## config.mk

```make
export PLATFORM = sky130hd
export DESIGN_NAME = apqco_top
export DESIGN_NICKNAME = d
export VERILOG_FILES = /design/src/hw/apqco_pkg.sv /design/src/hw/apqco_cfg_if.sv /design/src/hw/apqco_cfg_store.sv /design/src/hw/apqco_top.sv
export SDC_FILE = /design/constraint.sdc
export NUM_CORES = 1
export LEC_CHECK = 0
export ABC_AREA = 1
export BUFFER_PORTS_ARGS = -buffer_cell sky130_fd_sc_hd__buf_4
export CORE_MARGIN = 5
export CORE_UTILIZATION = 54
export CTS_BUF_LIST = sky130_fd_sc_hd__clkbuf_8
export DETAILED_ROUTE_END_ITERATION = 8
export PLACE_DENSITY = 0.81
export SLEW_MARGIN = 5
export SYNTH_ARGS = -nofsm -noshare
export SYNTH_HDL_FRONTEND = slang
export SYNTH_SLANG_ARGS = --single-unit
```

## constraint.sdc

```tcl
create_clock -name sys_clk -period 3.3 [get_ports sys_clk]
set_clock_uncertainty 0.2 [all_clocks]
set_input_delay 0.495 -clock sys_clk [delete_from_list [all_inputs] [get_ports sys_clk]]
set_output_delay 0.495 -clock sys_clk [all_outputs]
set_load 0.005 [all_outputs]
```

## src/hw/apqco_pkg.sv

```systemverilog
// Package: constants and types for the power query and config overlay block
package apqco_pkg;
  // ==========================================================
  // Task file register addresses (host write side)
  localparam logic [2:0] REG_FEATURE = 3'h1;
  localparam logic [2:0] REG_SEC_CNT = 3'h2;
  localparam logic [2:0] REG_CYL_LO = 3'h4;
  localparam logic [2:0] REG_CYL_HI = 3'h5;
  localparam logic [2:0] REG_DEV_HEAD = 3'h6;
  localparam logic [2:0] REG_COMMAND = 3'h7;
  // ==========================================================
  // Opcodes and overlay subcommands
  localparam logic [7:0] OP_PWR_QUERY = 8'hE5;
  localparam logic [7:0] OP_PWR_QUERY_ALT = 8'h98;
  localparam logic [7:0] OP_OVERLAY = 8'hB1;
  localparam logic [7:0] SUB_RESTORE = 8'hC0;
  localparam logic [7:0] SUB_FREEZE = 8'hC1;
  localparam logic [7:0] SUB_IDENTIFY = 8'hC2;
  localparam logic [7:0] SUB_SET = 8'hC3;
  // ==========================================================
  // Abort reason codes, reported in sector count
  localparam logic [7:0] RSN_FROZEN = 8'h01;
  localparam logic [7:0] RSN_SEC_LOCKED = 8'h02;
  localparam logic [7:0] RSN_MODIFIED = 8'h03;
  localparam logic [7:0] RSN_DISABLE_EN = 8'h04;
  localparam logic [7:0] RSN_MAX_LOCKED = 8'h05;
  localparam logic [7:0] RSN_PROT_AREA = 8'h06;
  localparam logic [7:0] RSN_UNSUPPORTED = 8'h07;
  localparam logic [7:0] RSN_BAD_SUB = 8'h08;
  localparam logic [7:0] RSN_OTHER = 8'hFF;
  // ==========================================================
  // Power query answers
  localparam logic [7:0] PWR_ACTIVE = 8'hFF;
  localparam logic [7:0] PWR_IDLE = 8'h00;
  // ==========================================================
  // Field positions
  localparam int ERR_ABORT_BIT = 2;
  localparam int DEV_SEL_BIT = 4;
  // ==========================================================
  // Overlay structure layout, 256 words
  localparam logic [7:0] WORD_REVISION = 8'h00;
  localparam logic [15:0] REVISION_VAL = 16'h0001;
  localparam logic [7:0] WORD_LAST = 8'hFF;
  localparam logic [7:0] SIGNATURE = 8'hA5;
  localparam logic [7:0] WORD_MAX_LBA = 8'h03;
  localparam int NUM_CAPS = 5;
  // Identify words whose capability bits may be reduced
  localparam logic [7:0] CAP_IDENT_WORD [NUM_CAPS] = '{8'd63, 8'd82, 8'd83, 8'd84, 8'd88};
  // Structure word holding each of them
  localparam logic [7:0] CAP_OVL_WORD [NUM_CAPS] = '{8'h08, 8'h09, 8'h0A, 8'h0B, 8'h0C};
  // Slot of identify word 82 (feature sets) in the cap array
  localparam int CAP_FEAT_SLOT = 1;
  typedef logic [NUM_CAPS-1:0][15:0] apqco_caps_t;
  // Full selectable capability set, arbitrary defaults
  localparam apqco_caps_t FULL_CAPS = {16'h003F, 16'h4000, 16'h4000, 16'h7000, 16'h0407};
  // Reset values
  localparam logic [7:0] RST_BYTE = 8'h00;
  localparam logic [15:0] RST_WORD = 16'h0000;
endpackage : apqco_pkg

```

## src/hw/apqco_cfg_if.sv

```systemverilog
// Interface: requests from the interpreter to the persistent overlay store
`timescale 1ns/1ns
`default_nettype none
interface apqco_cfg_if;
  import apqco_pkg::*;
  logic restore; // One-cycle pulse: undo all reductions
  logic freeze; // One-cycle pulse: lock overlay commands
  logic set_en; // One-cycle pulse: apply set_caps
  apqco_caps_t set_caps; // Capability words to apply
  logic frozen; // Overlay commands locked
  logic modified; // A reduction is in force
  apqco_caps_t caps; // Capabilities now reported by identify
  modport ctl (output restore, output freeze, output set_en, output set_caps,
    input frozen, input modified, input caps);
  modport store (input restore, input freeze, input set_en, input set_caps,
    output frozen, output modified, output caps);
endinterface : apqco_cfg_if
`default_nettype wire

```

## src/hw/apqco_cfg_store.sv

```systemverilog
// Persistent overlay state: freeze lock, modified flag, reduced capabilities
`timescale 1ns/1ns
`default_nettype none
module apqco_cfg_store (
  input wire logic sys_clk,
  input wire logic power_rst,
  apqco_cfg_if.store cfg
);
  import apqco_pkg::*;

  // ==========================================================
  // State
  typedef struct packed {
    logic frozen; // Freeze lock in force
    logic modified; // Set has reduced capabilities
    apqco_caps_t caps; // Reported capability words
  } apqco_store_s;

  apqco_store_s st_ff; // Registered state
  apqco_store_s nxt_st; // Next state

  // ==========================================================
  // Next state
  always_comb begin
    nxt_st = st_ff;
    // Restore returns to the full set
    if (cfg.restore) begin
      nxt_st.caps = FULL_CAPS;
      nxt_st.modified = 1'b0;
    end
    // Only bits present in the full set can stay set
    if (cfg.set_en) begin
      nxt_st.caps = cfg.set_caps & FULL_CAPS;
      nxt_st.modified = 1'b1;
    end
    if (cfg.freeze) begin
      nxt_st.frozen = 1'b1;
    end
  end

  // ==========================================================
  // Register, cleared only by loss of power, never by the drive
  // reset, so a lock survives hardware and software resets
  always_ff @(posedge sys_clk) begin
    if (power_rst) begin
      st_ff <= '{frozen: 1'b0, modified: 1'b0, caps: FULL_CAPS};
    end else begin
      st_ff <= nxt_st;
    end
  end

  assign cfg.frozen = st_ff.frozen;
  assign cfg.modified = st_ff.modified;
  assign cfg.caps = st_ff.caps;
endmodule // apqco_cfg_store
`default_nettype wire

```

## src/hw/apqco_top.sv

```systemverilog
// Top: power query and configuration overlay command interpreter
// Overview of operation
// - Power query accepted under both opcodes alike
// - Sector count FFh when spun up and not in standby or sleep, else 00h
// - Status and error final when interrupt raised
// - Feature register selects overlay subcommand C0h-C3h
// - Restore cancels reductions, full capabilities return
// - After freeze, every overlay subcommand aborts
// - Freeze survives resets, cleared by power loss
// - Identify sends 512-byte block by PIO in
// - Identify shows reduced set, overlay shows full
// - Set alters only words 63,82,83,84,88
// - Cleared capability bit withdraws that feature
// - Bits absent from full set are ignored
// - Restriction break aborts with reason, word, bit
// - Protected area: abort, word 3, reason 06h
// - Reason codes 01h-08h and FFh
// - Last word: A5h signature, zero-sum checksum
`timescale 1ns/1ns
`default_nettype none
module apqco_top #(
  parameter logic DRIVE_SEL = 1'b0 // Device bit value this drive answers to
) (
  input wire logic sys_clk,
  input wire logic reset,
  input wire logic power_rst,
  input wire logic reg_wr,
  input wire logic [2:0] reg_addr,
  input wire logic [7:0] reg_wdata,
  input wire logic status_rd,
  output logic [7:0] sec_cnt,
  output logic [7:0] cyl_lo,
  output logic [7:0] cyl_hi,
  output logic [7:0] command_error_flags,
  output logic [7:0] device_status_flags,
  output logic intrq,
  output logic [15:0] pio_rdata,
  output logic pio_rvalid,
  input wire logic pio_rready,
  input wire logic [15:0] pio_wdata,
  input wire logic pio_wvalid,
  output logic pio_wready,
  input wire logic spindle_at_speed,
  input wire logic standby_active,
  input wire logic sleep_active,
  input wire logic security_locked,
  input wire logic hpa_established,
  input wire logic max_addr_locked,
  input wire logic [15:0] feat_enabled,
  output apqco_pkg::apqco_caps_t ident_caps
);
  import apqco_pkg::*;

  // ==========================================================
  // Types and state
  typedef enum logic [2:0] {
    ST_IDLE,
    ST_SEND,
    ST_RECV,
    ST_APPLY
  } apqco_st_e;

  typedef struct packed {
    apqco_st_e st; // Command phase
    logic [7:0] feat; // Feature register
    logic [7:0] dev_head; // Device/head register
    logic [7:0] sec_cnt; // Sector count, also reason code
    logic [7:0] cyl_lo; // Cylinder low, also bit index
    logic [7:0] cyl_hi; // Cylinder high, also word index
    logic abort; // Abort bit of the error register
    logic err; // Error bit of the status register
    logic intrq; // Host interrupt level
    logic [7:0] idx; // Word counter of a PIO transfer
    logic [7:0] sum; // Running byte sum of the structure
    logic [15:0] rword; // Word presented to the host
    apqco_caps_t ovl; // Overlay words captured during set
    logic restore; // Pulse to the store
    logic freeze; // Pulse to the store
    logic set_en; // Pulse to the store
  } apqco_top_s;

  apqco_top_s st_ff; // Registered state
  apqco_top_s nxt_st; // Next state
  logic [15:0] feat_viol; // Enabled feature bits a set would drop

  apqco_cfg_if cfg (); // Link to the persistent store

  // ==========================================================
  // Functions
  // Byte sum of one word, overflow dropped
  function automatic logic [7:0] byte_sum(logic [7:0] acc, logic [15:0] w);
    byte_sum = acc + w[7:0] + w[15:8];
  endfunction

  // Word of the overlay identify structure at a given index;
  // the last word closes the checksum over what was sent
  function automatic logic [15:0] ident_word(logic [7:0] i, logic [7:0] sum);
    ident_word = RST_WORD;
    if (i == WORD_REVISION) begin
      ident_word = REVISION_VAL;
    end
    for (int k = 0; k < NUM_CAPS; k++) begin
      if (i == CAP_OVL_WORD[k]) begin
        ident_word = FULL_CAPS[k];
      end
    end
    if (i == WORD_LAST) begin
      ident_word = {8'h00 - (sum + SIGNATURE), SIGNATURE};
    end
  endfunction

  // Index of the lowest set bit, for error reporting
  function automatic logic [7:0] low_bit(logic [15:0] v);
    low_bit = RST_BYTE;
    for (int k = 15; k >= 0; k--) begin
      if (v[k]) begin
        low_bit = 8'(k);
      end
    end
  endfunction

  // Fail a command with reason, word and bit
  function automatic apqco_top_s fail(apqco_top_s x, logic [7:0] rsn,
    logic [7:0] wrd, logic [7:0] bt);
    fail = x;
    fail.sec_cnt = rsn;
    fail.cyl_hi = wrd;
    fail.cyl_lo = bt;
    fail.abort = 1'b1;
    fail.err = 1'b1;
    fail.intrq = 1'b1;
    fail.st = ST_IDLE;
  endfunction

  // Complete a command without error
  function automatic apqco_top_s pass(apqco_top_s x);
    pass = x;
    pass.abort = 1'b0;
    pass.err = 1'b0;
    pass.intrq = 1'b1;
    pass.st = ST_IDLE;
  endfunction

  // ==========================================================
  // Persistent store, on its own power reset
  apqco_cfg_store u_store (
    .sys_clk(sys_clk),
    .power_rst(power_rst),
    .cfg(cfg.store)
  );

  assign cfg.restore = st_ff.restore;
  assign cfg.freeze = st_ff.freeze;
  assign cfg.set_en = st_ff.set_en;
  assign cfg.set_caps = st_ff.ovl;

  // Set would clear a supported bit of an enabled feature set
  assign feat_viol = feat_enabled & cfg.caps[CAP_FEAT_SLOT]
    & ~st_ff.ovl[CAP_FEAT_SLOT];

  // ==========================================================
  // Command interpreter
  always_comb begin
    nxt_st = st_ff;
    nxt_st.restore = 1'b0;
    nxt_st.freeze = 1'b0;
    nxt_st.set_en = 1'b0;
    // Reading status acknowledges the interrupt
    if (status_rd) begin
      nxt_st.intrq = 1'b0;
    end
    unique case (st_ff.st)
      // Task file writes are taken only while idle
      ST_IDLE: begin
        if (reg_wr) begin
          unique case (reg_addr)
            REG_FEATURE: begin
              nxt_st.feat = reg_wdata;
            end
            REG_SEC_CNT: begin
              nxt_st.sec_cnt = reg_wdata;
            end
            REG_CYL_LO: begin
              nxt_st.cyl_lo = reg_wdata;
            end
            REG_CYL_HI: begin
              nxt_st.cyl_hi = reg_wdata;
            end
            REG_DEV_HEAD: begin
              nxt_st.dev_head = reg_wdata;
            end
            REG_COMMAND: begin
              // Commands for the other drive are not ours
              if (st_ff.dev_head[DEV_SEL_BIT] == DRIVE_SEL) begin
                nxt_st.intrq = 1'b0;
                if (reg_wdata == OP_PWR_QUERY || reg_wdata == OP_PWR_QUERY_ALT) begin
                  nxt_st = pass(nxt_st);
                  nxt_st.sec_cnt = (spindle_at_speed && !standby_active
                    && !sleep_active) ? PWR_ACTIVE : PWR_IDLE;
                end else if (reg_wdata == OP_OVERLAY) begin
                  // Subcommand checks, most basic first
                  if (st_ff.feat < SUB_RESTORE || st_ff.feat > SUB_SET) begin
                    nxt_st = fail(nxt_st, RSN_BAD_SUB, RST_BYTE, RST_BYTE);
                  end else if (cfg.frozen) begin
                    nxt_st = fail(nxt_st, RSN_FROZEN, RST_BYTE, RST_BYTE);
                  end else if (security_locked) begin
                    nxt_st = fail(nxt_st, RSN_SEC_LOCKED, RST_BYTE, RST_BYTE);
                  end else begin
                    unique case (st_ff.feat)
                      SUB_RESTORE: begin
                        if (hpa_established) begin
                          nxt_st = fail(nxt_st, RSN_PROT_AREA, WORD_MAX_LBA, RST_BYTE);
                        end else if (max_addr_locked) begin
                          nxt_st = fail(nxt_st, RSN_MAX_LOCKED, WORD_MAX_LBA, RST_BYTE);
                        end else begin
                          nxt_st = pass(nxt_st);
                          nxt_st.restore = 1'b1;
                        end
                      end
                      SUB_FREEZE: begin
                        nxt_st = pass(nxt_st);
                        nxt_st.freeze = 1'b1;
                      end
                      SUB_IDENTIFY: begin
                        // Present the first word at once
                        nxt_st.st = ST_SEND;
                        nxt_st.idx = RST_BYTE;
                        nxt_st.sum = RST_BYTE;
                        nxt_st.rword = ident_word(RST_BYTE, RST_BYTE);
                      end
                      default: begin
                        // Set: only one reduction may be in force
                        if (cfg.modified) begin
                          nxt_st = fail(nxt_st, RSN_MODIFIED, RST_BYTE, RST_BYTE);
                        end else if (hpa_established) begin
                          nxt_st = fail(nxt_st, RSN_PROT_AREA, WORD_MAX_LBA, RST_BYTE);
                        end else if (max_addr_locked) begin
                          nxt_st = fail(nxt_st, RSN_MAX_LOCKED, WORD_MAX_LBA, RST_BYTE);
                        end else begin
                          nxt_st.st = ST_RECV;
                          nxt_st.idx = RST_BYTE;
                          nxt_st.sum = RST_BYTE;
                          nxt_st.ovl = cfg.caps;
                        end
                      end
                    endcase
                  end
                end
              end
            end
            default: begin
              // Sector number and data port are not used here
            end
          endcase
        end
      end
      // Overlay identify: 256 words to the host
      ST_SEND: begin
        if (pio_rready) begin
          nxt_st.sum = byte_sum(st_ff.sum, st_ff.rword);
          nxt_st.idx = st_ff.idx + 8'h01;
          nxt_st.rword = ident_word(nxt_st.idx, nxt_st.sum);
          if (st_ff.idx == WORD_LAST) begin
            nxt_st = pass(nxt_st);
          end
        end
      end
      // Overlay set: 256 words from the host
      ST_RECV: begin
        if (pio_wvalid) begin
          nxt_st.sum = byte_sum(st_ff.sum, pio_wdata);
          nxt_st.idx = st_ff.idx + 8'h01;
          for (int k = 0; k < NUM_CAPS; k++) begin
            if (st_ff.idx == CAP_OVL_WORD[k]) begin
              nxt_st.ovl[k] = pio_wdata;
            end
          end
          // Bad signature poisons the sum; a bad checksum already leaves it nonzero
          if (st_ff.idx == WORD_LAST) begin
            nxt_st.st = ST_APPLY;
            if (pio_wdata[7:0] != SIGNATURE) begin
              nxt_st.sum = SIGNATURE;
            end
          end
        end
      end
      // Judge the received overlay, then apply it
      default: begin
        if (st_ff.sum != RST_BYTE) begin
          nxt_st = fail(nxt_st, RSN_OTHER, WORD_LAST, RST_BYTE);
        end else if (feat_viol != RST_WORD) begin
          nxt_st = fail(nxt_st, RSN_DISABLE_EN, CAP_IDENT_WORD[CAP_FEAT_SLOT],
            low_bit(feat_viol));
        end else begin
          nxt_st = pass(nxt_st);
          nxt_st.set_en = 1'b1;
        end
      end
    endcase
  end

  // ==========================================================
  // State register
  always_ff @(posedge sys_clk) begin
    if (reset) begin
      st_ff <= '{st: ST_IDLE, feat: RST_BYTE, dev_head: RST_BYTE, sec_cnt: RST_BYTE,
        cyl_lo: RST_BYTE, cyl_hi: RST_BYTE, abort: 1'b0, err: 1'b0, intrq: 1'b0,
        idx: RST_BYTE, sum: RST_BYTE, rword: RST_WORD, ovl: FULL_CAPS,
        restore: 1'b0, freeze: 1'b0, set_en: 1'b0};
    end else begin
      st_ff <= nxt_st;
    end
  end

  // ==========================================================
  // Outputs
  assign sec_cnt = st_ff.sec_cnt;
  assign cyl_lo = st_ff.cyl_lo;
  assign cyl_hi = st_ff.cyl_hi;
  assign intrq = st_ff.intrq;
  // Error: only the abort bit is ever reported
  assign command_error_flags = {5'h00, st_ff.abort, 2'h0};
  // Status: busy while judging, ready and seek done, DRQ in transfer
  assign device_status_flags = {st_ff.st == ST_APPLY, 1'b1, 1'b0, 1'b1,
    st_ff.st == ST_SEND || st_ff.st == ST_RECV, 2'h0, st_ff.err};
  assign pio_rdata = st_ff.rword;
  assign pio_rvalid = st_ff.st == ST_SEND;
  assign pio_wready = st_ff.st == ST_RECV;
  assign ident_caps = cfg.caps;
endmodule // apqco_top
`default_nettype wire

```

# == Word-level counts from Yosys, hierarchy flattened ==
# Index checks and enable logic that the tools add are counted.
# Widths: inputs -> output; s select.
# op_classes
add_sub_neg,7
n_lt_le_gt_ge,2
eq_ne,73
n_mux,74
n_bitwise,6
reduce_logical,31
# ops
operator,n
$mux 161,12
$mux 142,3
$pmux 43 s3,2
$pmux 83 s3,1
$pmux 70 s3,1
$mux 16,12
$mux 81,2
$mux 8,18
$mux 118,1
$pmux 16 s3,2
$pmux 32 s3,1
$reduce_and 18->1,5
$eq 8x4->1 const B,10
$mux 80,1
$pmux 8 s2,5
$mux 70,1
$eq 8x8->1 const B,8
$add 8x8->8,4
$ne 2x2->1 const B,14
$mux 27,1
$pmux 3 s3,3
$reduce_and 12->1,2
$ne 2x1->1 const B,10
$ne 6x5->1 const B,3
other kinds (44),71
# word_totals
reg_bits,154
output_inout_bits,139

# == Depth between registers and ports, before layout ==
# Gate-level depths: netlist of the first run.
# depth
ltp_word,21
mapped_depth,16
depth_no_buf,16

# == Modules after synthesis ==
# A second synthesis of the first run with hierarchy kept.
# hier_totals
hier_cells,1568
hier_area_um2,10795.4
# modules_own_cells
module,n_inst,cells_per_inst,area_each_um2
apqco_top,1,1396,9484.1
apqco_cfg_store,1,172,1311.3

# == Worst setup path before layout of the first run ==
# Ideal clock, no wire load.
# synth_timing
path_type,register -> register
startpoint,"register st_ff, in the netlist pio_rdata[1]"
endpoint,"register st_ff, in the netlist pio_rdata[15]"
arrival_time_ps,2537
required_ps,3030
setup_slack_ps,492
stages_incl_launch_ff,15
n_path_buf,0
synth_period_minus_slack_ps,2808
path_cell_list,dfxtp_1 -> inv_1 -> fa_1 -> inv_1 -> ha_1 -> fa_1 -> nand3_1 -> nand2_1 -> xnor2_1 -> o21ai_0 -> nand2_1 -> nand2_1 -> nand2_1 -> nand2_1 -> a21oi_1
# synth_via
elab_chain_cells,8
# synth_rtl
element,line,rtl
start: declaration,apqco_top.sv:82,apqco_top_s st_ff;
start signal: assignment,apqco_top.sv:306,"st_ff <= '{st: ST_IDLE, feat: RST_BYTE, dev_head: RST_BYTE, sec_cnt: RST_BYTE,"
start signal: assignment,apqco_top.sv:311,st_ff <= nxt_st;
$add 8x8->8 (2 in a row),apqco_top.sv:92,byte_sum = acc + w[7:0] + w[15:8];
$add 8x8->8,apqco_top.sv:108,"ident_word = {8'h00 - (sum + SIGNATURE), SIGNATURE};"
$sub 1x8->8,apqco_top.sv:108,
$mux 16,apqco_top.sv:107,if (i == WORD_LAST) begin
$mux 161,apqco_top.sv:263,if (st_ff.idx == WORD_LAST) begin
$mux 161,apqco_top.sv:259,if (pio_rready) begin
$pmux 16 s3,apqco_top.sv:172,unique case (st_ff.st)
# Every way passes these cells. The select of a mux whose other input is x is not followed.
# A chain may end at the register's enable or synchronous reset.

# == Worst setup path in the final report of the first run ==
# layout_timing
startpoint,register st_ff[100] (netlist name)
endpoint,"register st_ff, in the netlist pio_rdata[14]"
# The elaborated chain is that of the path after synthesis.

==> results.md, run 1 <==
* Hold Slack at 0.0772 ns
* Top cell type by total area after synthesis: dfxtp_1
* DPL Wire Length at 15.9 mm
* Commonest non-fill, non-tap cell in the layout: nand2_1
* Slew HR at 27.9%
* DRT iter0 DRCs at 687
* Mean Syn Cell Area at 6.47 um2
* Vias/cell at 5.16
* Sequential area share after synthesis at 26.1%
* FFs w/ async S/R, synth at 0%
* Cts hold-fix bufs at 0
* Post-DP Area at 0.00817 mm2
* Die footprint at 0.0170 mm2
* Pin slew with the least headroom to its limit at 1.08 ns
* Setup ws final at 0.256 ns
* Final Hold Fails at 0
* Clk slew on worst S/H paths at 0.10 ns
* Crit path DAT at 3.17 ns
* Worst Setup Path Type: flip-flop to flip-flop
* Pleak at 4.21 nW
* DRT Pass-1 Iters at 5
* Hold crit path type: primary input to flip-flop
* Final WL at 20.2 mm
* Commonest cells after routing, fill and taps aside: nand2_1 (318), nor2_1 (136), inv_1 (122)
* Dominant cells by area after synthesis: dfxtp_1 (26%), nand2_1 (15%), buf_4 (12%)
* First-pass GRT wire length at 31.9 mm
* Remaining antenna violation count after routing at 0
* Most common flop cell mapped by yosys: dfxtp_1
* Area share of the largest cell type after synthesis at 26.1%
* Mapped Area at 0.00783 mm2
* Site row count at 44
* Num CTS Buffers at 9
* Grt total ovfl at 0
* Port bufs at 103
* FF+latch count, synth at 102
* Worst endpoint required time at 3.43 ns
* Core area at 0.0144 mm2
* Total Routing Usage GR at 23.1%
* Fin crit share at 92.2%
* # diodes at 0
* Hold depth at 2
* Layout area overhead at 7.24%
* Max FO, Critical Path at 4
* Dpl ws at 0.313 ns
* PwrDens at 300 mW/mm2
* CTS tree: yes
* Initial Utilization at 54.5%
* Min Tclk post-route at 3.04 ns
* Layout cell share with drive strength beyond 1 at 14.1%
* CTS H-Tree Depth at 3
* Gpl congestion at 0.922
* Maximum clock rate at 0.329 GHz
* Max-cap violation count at 0
* Maximum root-to-sink buffer count at 2
* Cell area after layout at 0.00839 mm2
* Chip width at 130 um
* Post-CTS setup buffers at 0
* DRC viols at 0
* Crit path capture type: flip-flop
* Slew Limit Fails at 0
* Synthesized netlist cell count at 1209
* IO Count at 195
* Initial antenna violation count at 0
* VDD IR-drop max at 0.157 mV
* Setup violations, final at 0
* Clk_lat worst skew at 0.40 ns
* Via count at 7486
* Die height at 130 um
* Vias in the first global route at 6646
* Ys Warns at 0
* Post_cts resized at 0
* CTS sink cnt at 102
* Outcome: finished clean
* Overall power at 2.51 mW
* NumNets Final at 1359
* Clk root buf: clkbuf_8
* RSZ-0062 raised after global routing: no
* Distinct cell type count after synthesis at 43
* EDFF count, synth at 0
* Largest net degree at the start of global routing at 45
* Crit path launch type: flip-flop
* Routed wire per std cell at 13.9 um
* Worst reg2reg path depth at 13
* Setup TNS at 0 ns
-- per-layer routing --
| metal | vias to the layer above | part of all wire, % | global-route usage (%) |
|---|---|---|---|
| li1 | 3777 | - | - |
| met1 | 3388 | 44 | 31.6 |
| met2 | 289 | 47 | 37.0 |
| met3 | 32 | 7.3 | 3.98 |
| met4 | 0 | 2.2 | 7.92 |
| met5 | - | 0 | 0 |
-- final cells by class --
type / instances / area (um2)
fillers: 1388 / 5970
clock inverters: 7 / 103
well taps: 184 / 230
inverters: 132 / 497
repair buffers: 112 / 841
multi-input cells: 906 / 4560
flip-flops and latches: 102 / 2040
clock buffers: 9 / 124
-- path summary, 6_finish.rpt --
kind	slack, ns	from	end
hold / removal	0.08	power_rst	u_store.cfg.modified
hold reg to reg	0.26	cfg.freeze	u_store.cfg.frozen
setup / recovery	0.26	st_ff[100]	pio_rdata[14]
setup reg to reg	0.26	st_ff[100]	pio_rdata[14]
-- kinds of logic after synthesis --
logic type      count (synthesis)  share of synthesized area [%]
simple gates                  617                           34.0
xor+xnor                       15                           1.77
fa+ha+maj                      40                           7.83
buf+inv                       277                           19.3
flops                         102                           26.1
compound gates                156                           10.9
other cells                     2                         0.0959
-- registers in the layout (all words and copies together), names as in the netlist, 8 cells and up --
| signal | cells |
|---|---|
| cyl_lo | 8 |
| pio_rdata | 14 |
| cyl_hi | 8 |
| sec_cnt | 8 |
| cfg.set_caps | 15 |
| st_ff | 27 |
| u_store.cfg.caps | 15 |
-- cells in the mapped netlist, types with 2 or more instances --
master / number
nand2_1: 318
nor2_1: 136
buf_4: 124
inv_1: 122
dfxtp_1: 102
nand3_1: 88
a21oi_1: 75
o21ai_0: 39
ha_1: 25
nand4_1: 18
nor2_2: 17
o22ai_1: 17
clkbuf_1: 16
fa_1: 15
nand2_2: 13
nor3_1: 13
a211oi_1: 9
xor2_1: 8
inv_2: 7
xnor2_1: 6
buf_2: 4
nand3_2: 4
o211ai_1: 4
a31oi_1: 3
nor2_4: 3
o21ai_1: 3
clkinv_1: 2
conb_1: 2
nor3_2: 2
-- report_power, final --
part	total [mW]	internal, mW	switching, mW
logic	0.329	0.125	0.204
clock network	0.928	0.437	0.491
registers	1.26	1.25	0.00970
total	2.51	1.81	0.705
-- worst max-delay path: stages, from the launching register on --
cell and delay, ns:
dfxtp_1 0.43, inv_1 0.09, fa_1 0.48, inv_1 0.04
ha_1 0.21, fa_1 0.49, xor2_1 0.26, ha_1 0.21
nand3_1 0.14, nand3_1 0.13, nand3_1 0.08, nand2_1 0.07
nand2_1 0.05, a21oi_1 0.12
-- metrics by stage --
stage                     util [%]  instances
after detailed placement      56.8       1436
after global routing          58.4       1452
after floorplan                  -       1285
after global placement        56.8       1436
after CTS                     58.4       1452
final                         58.4       1452
Note: power is estimated with default switching activity, not from simulation.
==> inputs of run 2 (changes only) <==
--- a/config.mk
+++ b/config.mk
@@ -7,10 +7,12 @@
 export LEC_CHECK = 0
 export ABC_AREA = 1
 export BUFFER_PORTS_ARGS = -buffer_cell sky130_fd_sc_hd__buf_4
+export CAP_MARGIN = 20
 export CORE_MARGIN = 5
 export CORE_UTILIZATION = 54
 export CTS_BUF_LIST = sky130_fd_sc_hd__clkbuf_8
 export DETAILED_ROUTE_END_ITERATION = 8
+export MAX_ROUTING_LAYER = met4
 export PLACE_DENSITY = 0.81
 export SLEW_MARGIN = 5
 export SYNTH_ARGS = -nofsm -noshare
==> results.md, run 2 (synthesis gave the netlist of run 1 again) <==
* Worst endpoint required time at 3.42 ns (was 3.43 ns)
* Die footprint at 0.0170 mm2 (unchanged)
* Final WL at 20.4 mm (was 20.2 mm)
* Worst reg2reg path depth at 14 (was 13)
* Initial Utilization at 54.5% (unchanged)
* Hold depth at 2 (unchanged)
* Post-CTS setup buffers at 0 (unchanged)
* Maximum root-to-sink buffer count at 2 (unchanged)
* Setup violations, final at 0 (unchanged)
* Pin slew with the least headroom to its limit at 0.673 ns (was 1.08 ns)
* Hold Slack at 0.0675 ns (was 0.0772 ns)
* Largest net degree at the start of global routing at 45 (unchanged)
* Critical path depth at 14 (was 13)
* Vias in the first global route at 6735 (was 6646)
* Top Family by Delay on Critical Path: adder cells (unchanged)
* Crit path launch type: flip-flop (unchanged)
* Layout area overhead at 6.95% (was 7.24%)
* Grt total ovfl at 0 (unchanged)
* Clk_lat worst skew at 0.39 ns (was 0.40 ns)
* Pint at 1.73 mW (was 1.81 mW)
* Critical path's largest stage delay at 0.51 ns (was 0.49 ns)
* Min-delay src: power_rst (unchanged)
* Final Hold Fails at 0 (unchanged)
* R2R Path End: pio_rdata[14] (unchanged)
* Clk slew on worst S/H paths at 0.10 ns (about the same)
* Flop-to-flop setup slack at 0.27 ns (was 0.26 ns)
* CP most frequent cell: nand2_1 (was nand3_1)
* Gpl congestion at 0.966 (was 0.922)
* Remaining antenna violation count after routing at 0 (unchanged)
* Max-cap violation count at 0 (unchanged)
* Fin crit share at 91.9% (was 92.2%)
* DRT Pass-1 Iters at 6 (was 5)
* Setup TNS at 0 ns (unchanged)
* Max FO, Critical Path at 4 (unchanged)
* Top reg by flops: st_ff (unchanged)
* Slew Limit Fails at 0 (unchanged)
* DRC viols at 0 (unchanged)
* Vias/cell at 5.17 (was 5.16)
* CTS sink cnt at 102 (unchanged)
* Seq pwr share at 52.2% (was 50.0%)
* VDD IR-drop max at 0.182 mV (was 0.157 mV)
* CTS H-Tree Depth at 3 (unchanged)
* Hold crit path type: primary input to flip-flop (unchanged)
* Pleak at 4.20 nW (was 4.21 nW)
* NumNets Final at 1358 (was 1359)
* P_sw at 0.681 mW (was 0.705 mW)
* Outcome: finished clean (unchanged)
* Worst Setup Path Type: flip-flop to flip-flop (unchanged)
* Initial antenna violation count at 0 (unchanged)
* Hold Path Sink: u_store.cfg.frozen (was u_store.cfg.modified)
* Crit path capture type: flip-flop (unchanged)
* Min Tclk post-route at 3.03 ns (was 3.04 ns)
* IO Count at 195 (unchanged)
* PwrDens at 288 mW/mm2 (was 300 mW/mm2)
* Maximum clock rate at 0.330 GHz (was 0.329 GHz)
* CP cell instances: inv_1 > fa_1 > inv_1 > ha_1 > fa_1 > xor2_2 > ha_1 > nand3_1 > nand2_1 > nand2_1 > nand3_1 > nand2_1 > nand2_1 > a21oi_1 (was inv_1 > fa_1 > inv_1 > ha_1 > fa_1 > xor2_1 > ha_1 > nand3_1 > nand3_1 > nand3_1 > nand2_1 > nand2_1 > a21oi_1)
* Worst Path Buf+Inv at 2 (unchanged)
* Total Routing Usage GR at 24.1% (was 23.1%)
* Chip width at 130 um (unchanged)
* Commonest cells after routing, fill and taps aside: nand2_1 (318), nor2_1 (136), inv_1 (124) (was nand2_1 (318), nor2_1 (136), inv_1 (122))
* CTS tree: yes (unchanged)
* Layout cell share with drive strength beyond 1 at 14.0% (was 14.1%)
* Via count at 7502 (was 7486)
* Slowest cell on the critical path: fa_1 (unchanged)
* Port bufs at 103 (unchanged)
* Sw Share at 28.3% (was 28.0%)
* Site row count at 44 (unchanged)
* Worst r2r src: st_ff[100] (unchanged)
* Num CTS Buffers at 9 (unchanged)
* # diodes at 0 (unchanged)
* Slew HR at 55.1% (was 27.9%)
* Clk root buf: clkbuf_8 (unchanged)
* Die height at 130 um (unchanged)
* DRT iter0 DRCs at 691 (was 687)
* Commonest non-fill, non-tap cell in the layout: nand2_1 (unchanged)
* DPL Wire Length at 16.0 mm (was 15.9 mm)
* Number of flip-flops under the largest register name at 27 (unchanged)
* First-pass GRT wire length at 32.2 mm (was 31.9 mm)
* Crit path DAT at 3.15 ns (was 3.17 ns)
* Clock power frac at 34.2% (was 36.9%)
* Core area at 0.0144 mm2 (unchanged)
* Routed wire per std cell at 14.1 um (was 13.9 um)
* Comb power frac at 13.6% (was 13.1%)
* RSZ-0062 raised after global routing: no (unchanged)
## run 2: metal layers
metal / track usage [%] / vias up / part of all wire, %
li1: - / 3769 / -
met1: 31.7 / 3407 / 44
met2: 38.7 / 296 / 47
met3: 3.62 / 30 / 7.6
met4: 7.08 / 0 / 1.5
met5: - / - / 0
## run 2: worst max-delay path by stage
stage | startpoint | endpoint | slack [ns]
finish | st_ff[100] | pio_rdata[14] | 0.27
global route | st_ff[100] | pio_rdata[15] | 0.06
CTS | st_ff[100] | pio_rdata[15] | 0.18
detailed placement | st_ff[100] | pio_rdata[15] | 0.23
global placement | st_ff[100] | pio_rdata[15] | 0.27
floorplan | pio_rdata[1] | pio_rdata[15] | 0.49
## run 2: cell type report
cell class	instances	area [um2]
clock buffers	9	124
clock inverters	7	72.6
fillers	1423	6000
inverters	132	497
multi-input cells	906	4570
flip-flops and latches	102	2040
well taps	184	230
repair buffers	111	833
## run 2: through the flow
| stage | total power, mW | setup slack (ns) | utilization, % | instances | area (um2) |
|---|---|---|---|---|---|
| detailed placement | 1.61 | 0.229 | 56.8 | 1435 | 8160 |
| floorplan | 1.57 | 0.492 | - | 1285 | 8110 |
| finish | 2.41 | 0.269 | 58.3 | 1451 | 8370 |
| CTS | 2.41 | 0.176 | 58.2 | 1451 | 8360 |
| global placement | 1.60 | 0.269 | 56.8 | 1435 | 8160 |
| global route | 2.51 | 0.0558 | 58.3 | 1451 | 8370 |
## run 2: power groups by stage
| stage | clock network (mW) | logic (mW) | registers (mW) |
|---|---|---|---|
| floorplan | 0 | 0.283 | 1.28 |
| global placement | 0 | 0.318 | 1.29 |
| detailed placement | 0 | 0.321 | 1.29 |
| CTS | 0.833 | 0.323 | 1.26 |
| global route | 0.881 | 0.371 | 1.26 |
| finish | 0.824 | 0.328 | 1.26 |
## run 2: what timing repair did
item | 4_1_cts | 5_1_grt
gates resized for setup | 0 | 2
setup endpoints to repair | 0 | 2
hold buffers | 0 | 0
==> inputs of run 3 (changes only) <==
--- a/config.mk
+++ b/config.mk
@@ -8,13 +8,15 @@
 export ABC_AREA = 1
 export BUFFER_PORTS_ARGS = -buffer_cell sky130_fd_sc_hd__buf_4
 export CAP_MARGIN = 20
+export CORE_ASPECT_RATIO = 0.6
 export CORE_MARGIN = 5
 export CORE_UTILIZATION = 54
 export CTS_BUF_LIST = sky130_fd_sc_hd__clkbuf_8
 export DETAILED_ROUTE_END_ITERATION = 8
 export MAX_ROUTING_LAYER = met4
-export PLACE_DENSITY = 0.81
+export PLACE_DENSITY = 0.78
 export SLEW_MARGIN = 5
 export SYNTH_ARGS = -nofsm -noshare
 export SYNTH_HDL_FRONTEND = slang
+export SYNTH_HIERARCHICAL = 1
 export SYNTH_SLANG_ARGS = --single-unit
==> results.md, run 3 <==
* Outcome: finished clean (unchanged)
* Via count at 8077 (was 7502)
* Post-CTS setup buffers at 0 (unchanged)
* Synthesized netlist cell count at 1271 (was 1209)
* Die footprint at 0.0187 mm2 (was 0.0170 mm2)
* Pin slew with the least headroom to its limit at 0.851 ns (was 0.673 ns)
* Pleak at 4.79 nW (was 4.20 nW)
* Cts hold-fix bufs at 0 (unchanged)
* Commonest cells after routing, fill and taps aside: nand2_1 (279), inv_1 (151), buf_4 (130) (was nand2_1 (318), nor2_1 (136), inv_1 (124))
* CP startpoint: pio_rdata[1] (was st_ff[100])
* Worst r2r src: pio_rdata[1] (was st_ff[100])
* Fin crit share at 92.9% (was 91.9%)
* Final WL at 24.9 mm (was 20.4 mm)
* Worst Setup Path Type: flip-flop to flip-flop (unchanged)
* Fillcell total at 1443 (was 1423)
* Maximum root-to-sink buffer count at 2 (unchanged)
* NumNets Final at 1422 (was 1358)
* Min-delay src: power_rst (unchanged)
* Crit path capture type: flip-flop (unchanged)
* Setup TNS at 0 ns (unchanged)
* Post-Route Utilization at 60.4% (was 58.3%)
* Ys Warns at 6 (was 0)
* Worst endpoint required time at 3.46 ns (was 3.42 ns)
* Commonest non-fill, non-tap cell in the layout: nand2_1 (unchanged)
* Hold crit path type: primary input to flip-flop (unchanged)
* CTS tree: yes (unchanged)
* RSZ-0062 raised after global routing: no (unchanged)
* Initial Utilization at 55.7% (was 54.5%)
* Final Hold Fails at 0 (unchanged)
* Slew HR at 43.2% (was 55.1%)
* DRC viols at 0 (unchanged)
* Crit path launch type: flip-flop (unchanged)
* DPL Wire Length at 19.5 mm (was 16.0 mm)
* Multi-input logic area at 0.00486 mm2 (was 0.00457 mm2)
* Slew Limit Fails at 0 (unchanged)
* Layout area overhead at 8.54% (was 6.95%)
* Total Routing Usage GR at 26.4% (was 24.1%)
* Num CTS Buffers at 17 (was 9)
* # diodes at 0 (unchanged)
* Max FO, Critical Path at 3 (was 4)
* Core area at 0.0155 mm2 (was 0.0144 mm2)
* VDD IR-drop max at 0.223 mV (was 0.182 mV)
* Port bufs at 116 (was 103)
* Die height at 108 um (was 130 um)
* Vias/cell at 5.23 (was 5.17)
* Mean Syn Cell Area at 6.81 um2 (was 6.47 um2)
* Gpl congestion at 0.981 (was 0.966)
* Vias in the first global route at 7227 (was 6735)
* Remaining antenna violation count after routing at 0 (unchanged)
* DRT Pass-1 Iters at 8 (was 6)
* Mapped Area at 0.00866 mm2 (was 0.00783 mm2)
* Routed wire per std cell at 16.1 um (was 14.1 um)
* Hold Slack at 0.0461 ns (was 0.0675 ns)
* PwrDens at 332 mW/mm2 (was 288 mW/mm2)
* Clk_lat worst skew at 0.45 ns (was 0.39 ns)
* Grt total ovfl at 0 (unchanged)
* Seq. cell area at 0.00230 mm2 (was 0.00204 mm2)
* IO Count at 195 (unchanged)
* Clk slew on worst S/H paths at 0.09 ns (was 0.10 ns)
* Clk root buf: clkbuf_8 (unchanged)
* Layout cell share with drive strength beyond 1 at 17.5% (was 14.0%)
* CTS sink cnt at 115 (was 102)
* DRT iter0 DRCs at 987 (was 691)
* Min Tclk post-route at 3.06 ns (was 3.03 ns)
* CTS H-Tree Depth at 4 (was 3)
* Setup violations, final at 0 (unchanged)
* Largest net degree at the start of global routing at 40 (was 45)
* Max-cap violation count at 0 (unchanged)
* Initial antenna violation count at 0 (unchanged)
* Post_cts resized at 0 (unchanged)
* Maximum clock rate at 0.326 GHz (was 0.330 GHz)
* Site row count at 35 (was 44)
* Chip width at 173 um (was 130 um)
* First-pass GRT wire length at 38.8 mm (was 32.2 mm)
* Number of flip-flops under the largest register name at 28 (was 27)
* Crit path DAT at 3.23 ns (was 3.15 ns)
## run 3: critical path, stage by stage (launching register included)
cell and delay [ns]:
dfxtp_1 0.36, fa_1 0.55, ha_1 0.16, inv_1 0.06, fa_1 0.47, o21ai_0 0.32, a21o_1 0.16, a21oi_1 0.06
xor2_1 0.25, xor2_1 0.18, nand2_1 0.06, a21oi_1 0.15
## run 3: report_power, final
part / internal, mW / switching [mW]
logic: 0.142 / 0.234
registers: 1.41 / 0.0124
clock network: 0.616 / 0.704
## run 3: worst paths after layout
kind / cells past startpoint / end / slack (ns)
setup / recovery: 11 / pio_rdata[15] / 0.24
hold / removal: 2 / u_store/cfg.modified / 0.05
setup reg to reg: 11 / pio_rdata[15] / 0.24
hold reg to reg: 2 / cyl_hi[7] / 0.25
## run 3: final cells by class
class	count	share of cell area, %
clock buffers	17	2.49
multi-input cells	900	51.7
clock inverters	15	1.60
inverters	163	6.58
repair buffers	130	10.4
well taps	203	2.70
flip-flops and latches	115	24.5
## run 3: stage by stage
step                      power [mW]  area, um2  setup slack [ns]  cells
after CTS                       3.10       9400             0.274   1543
after floorplan                 1.75       8940             0.494   1346
after detailed placement        1.81       9010             0.167   1511
final                           3.11       9400             0.235   1543
after global placement          1.80       9010             0.230   1511
after global routing            3.24       9400            0.0836   1543
## run 3: layer usage
| layer | track usage (%) | routed length, um | vias up | share of wire (%) |
|---|---|---|---|---|
| met1 | 39.5 | 11600 | 3608 | 47 |
| met3 | 8.98 | 3480 | 25 | 14 |
| met2 | 33.9 | 9520 | 462 | 38 |
| li1 | - | - | 3982 | - |
| met5 | - | 0 | - | 0 |
| met4 | 4.95 | 244 | 0 | 0.98 |
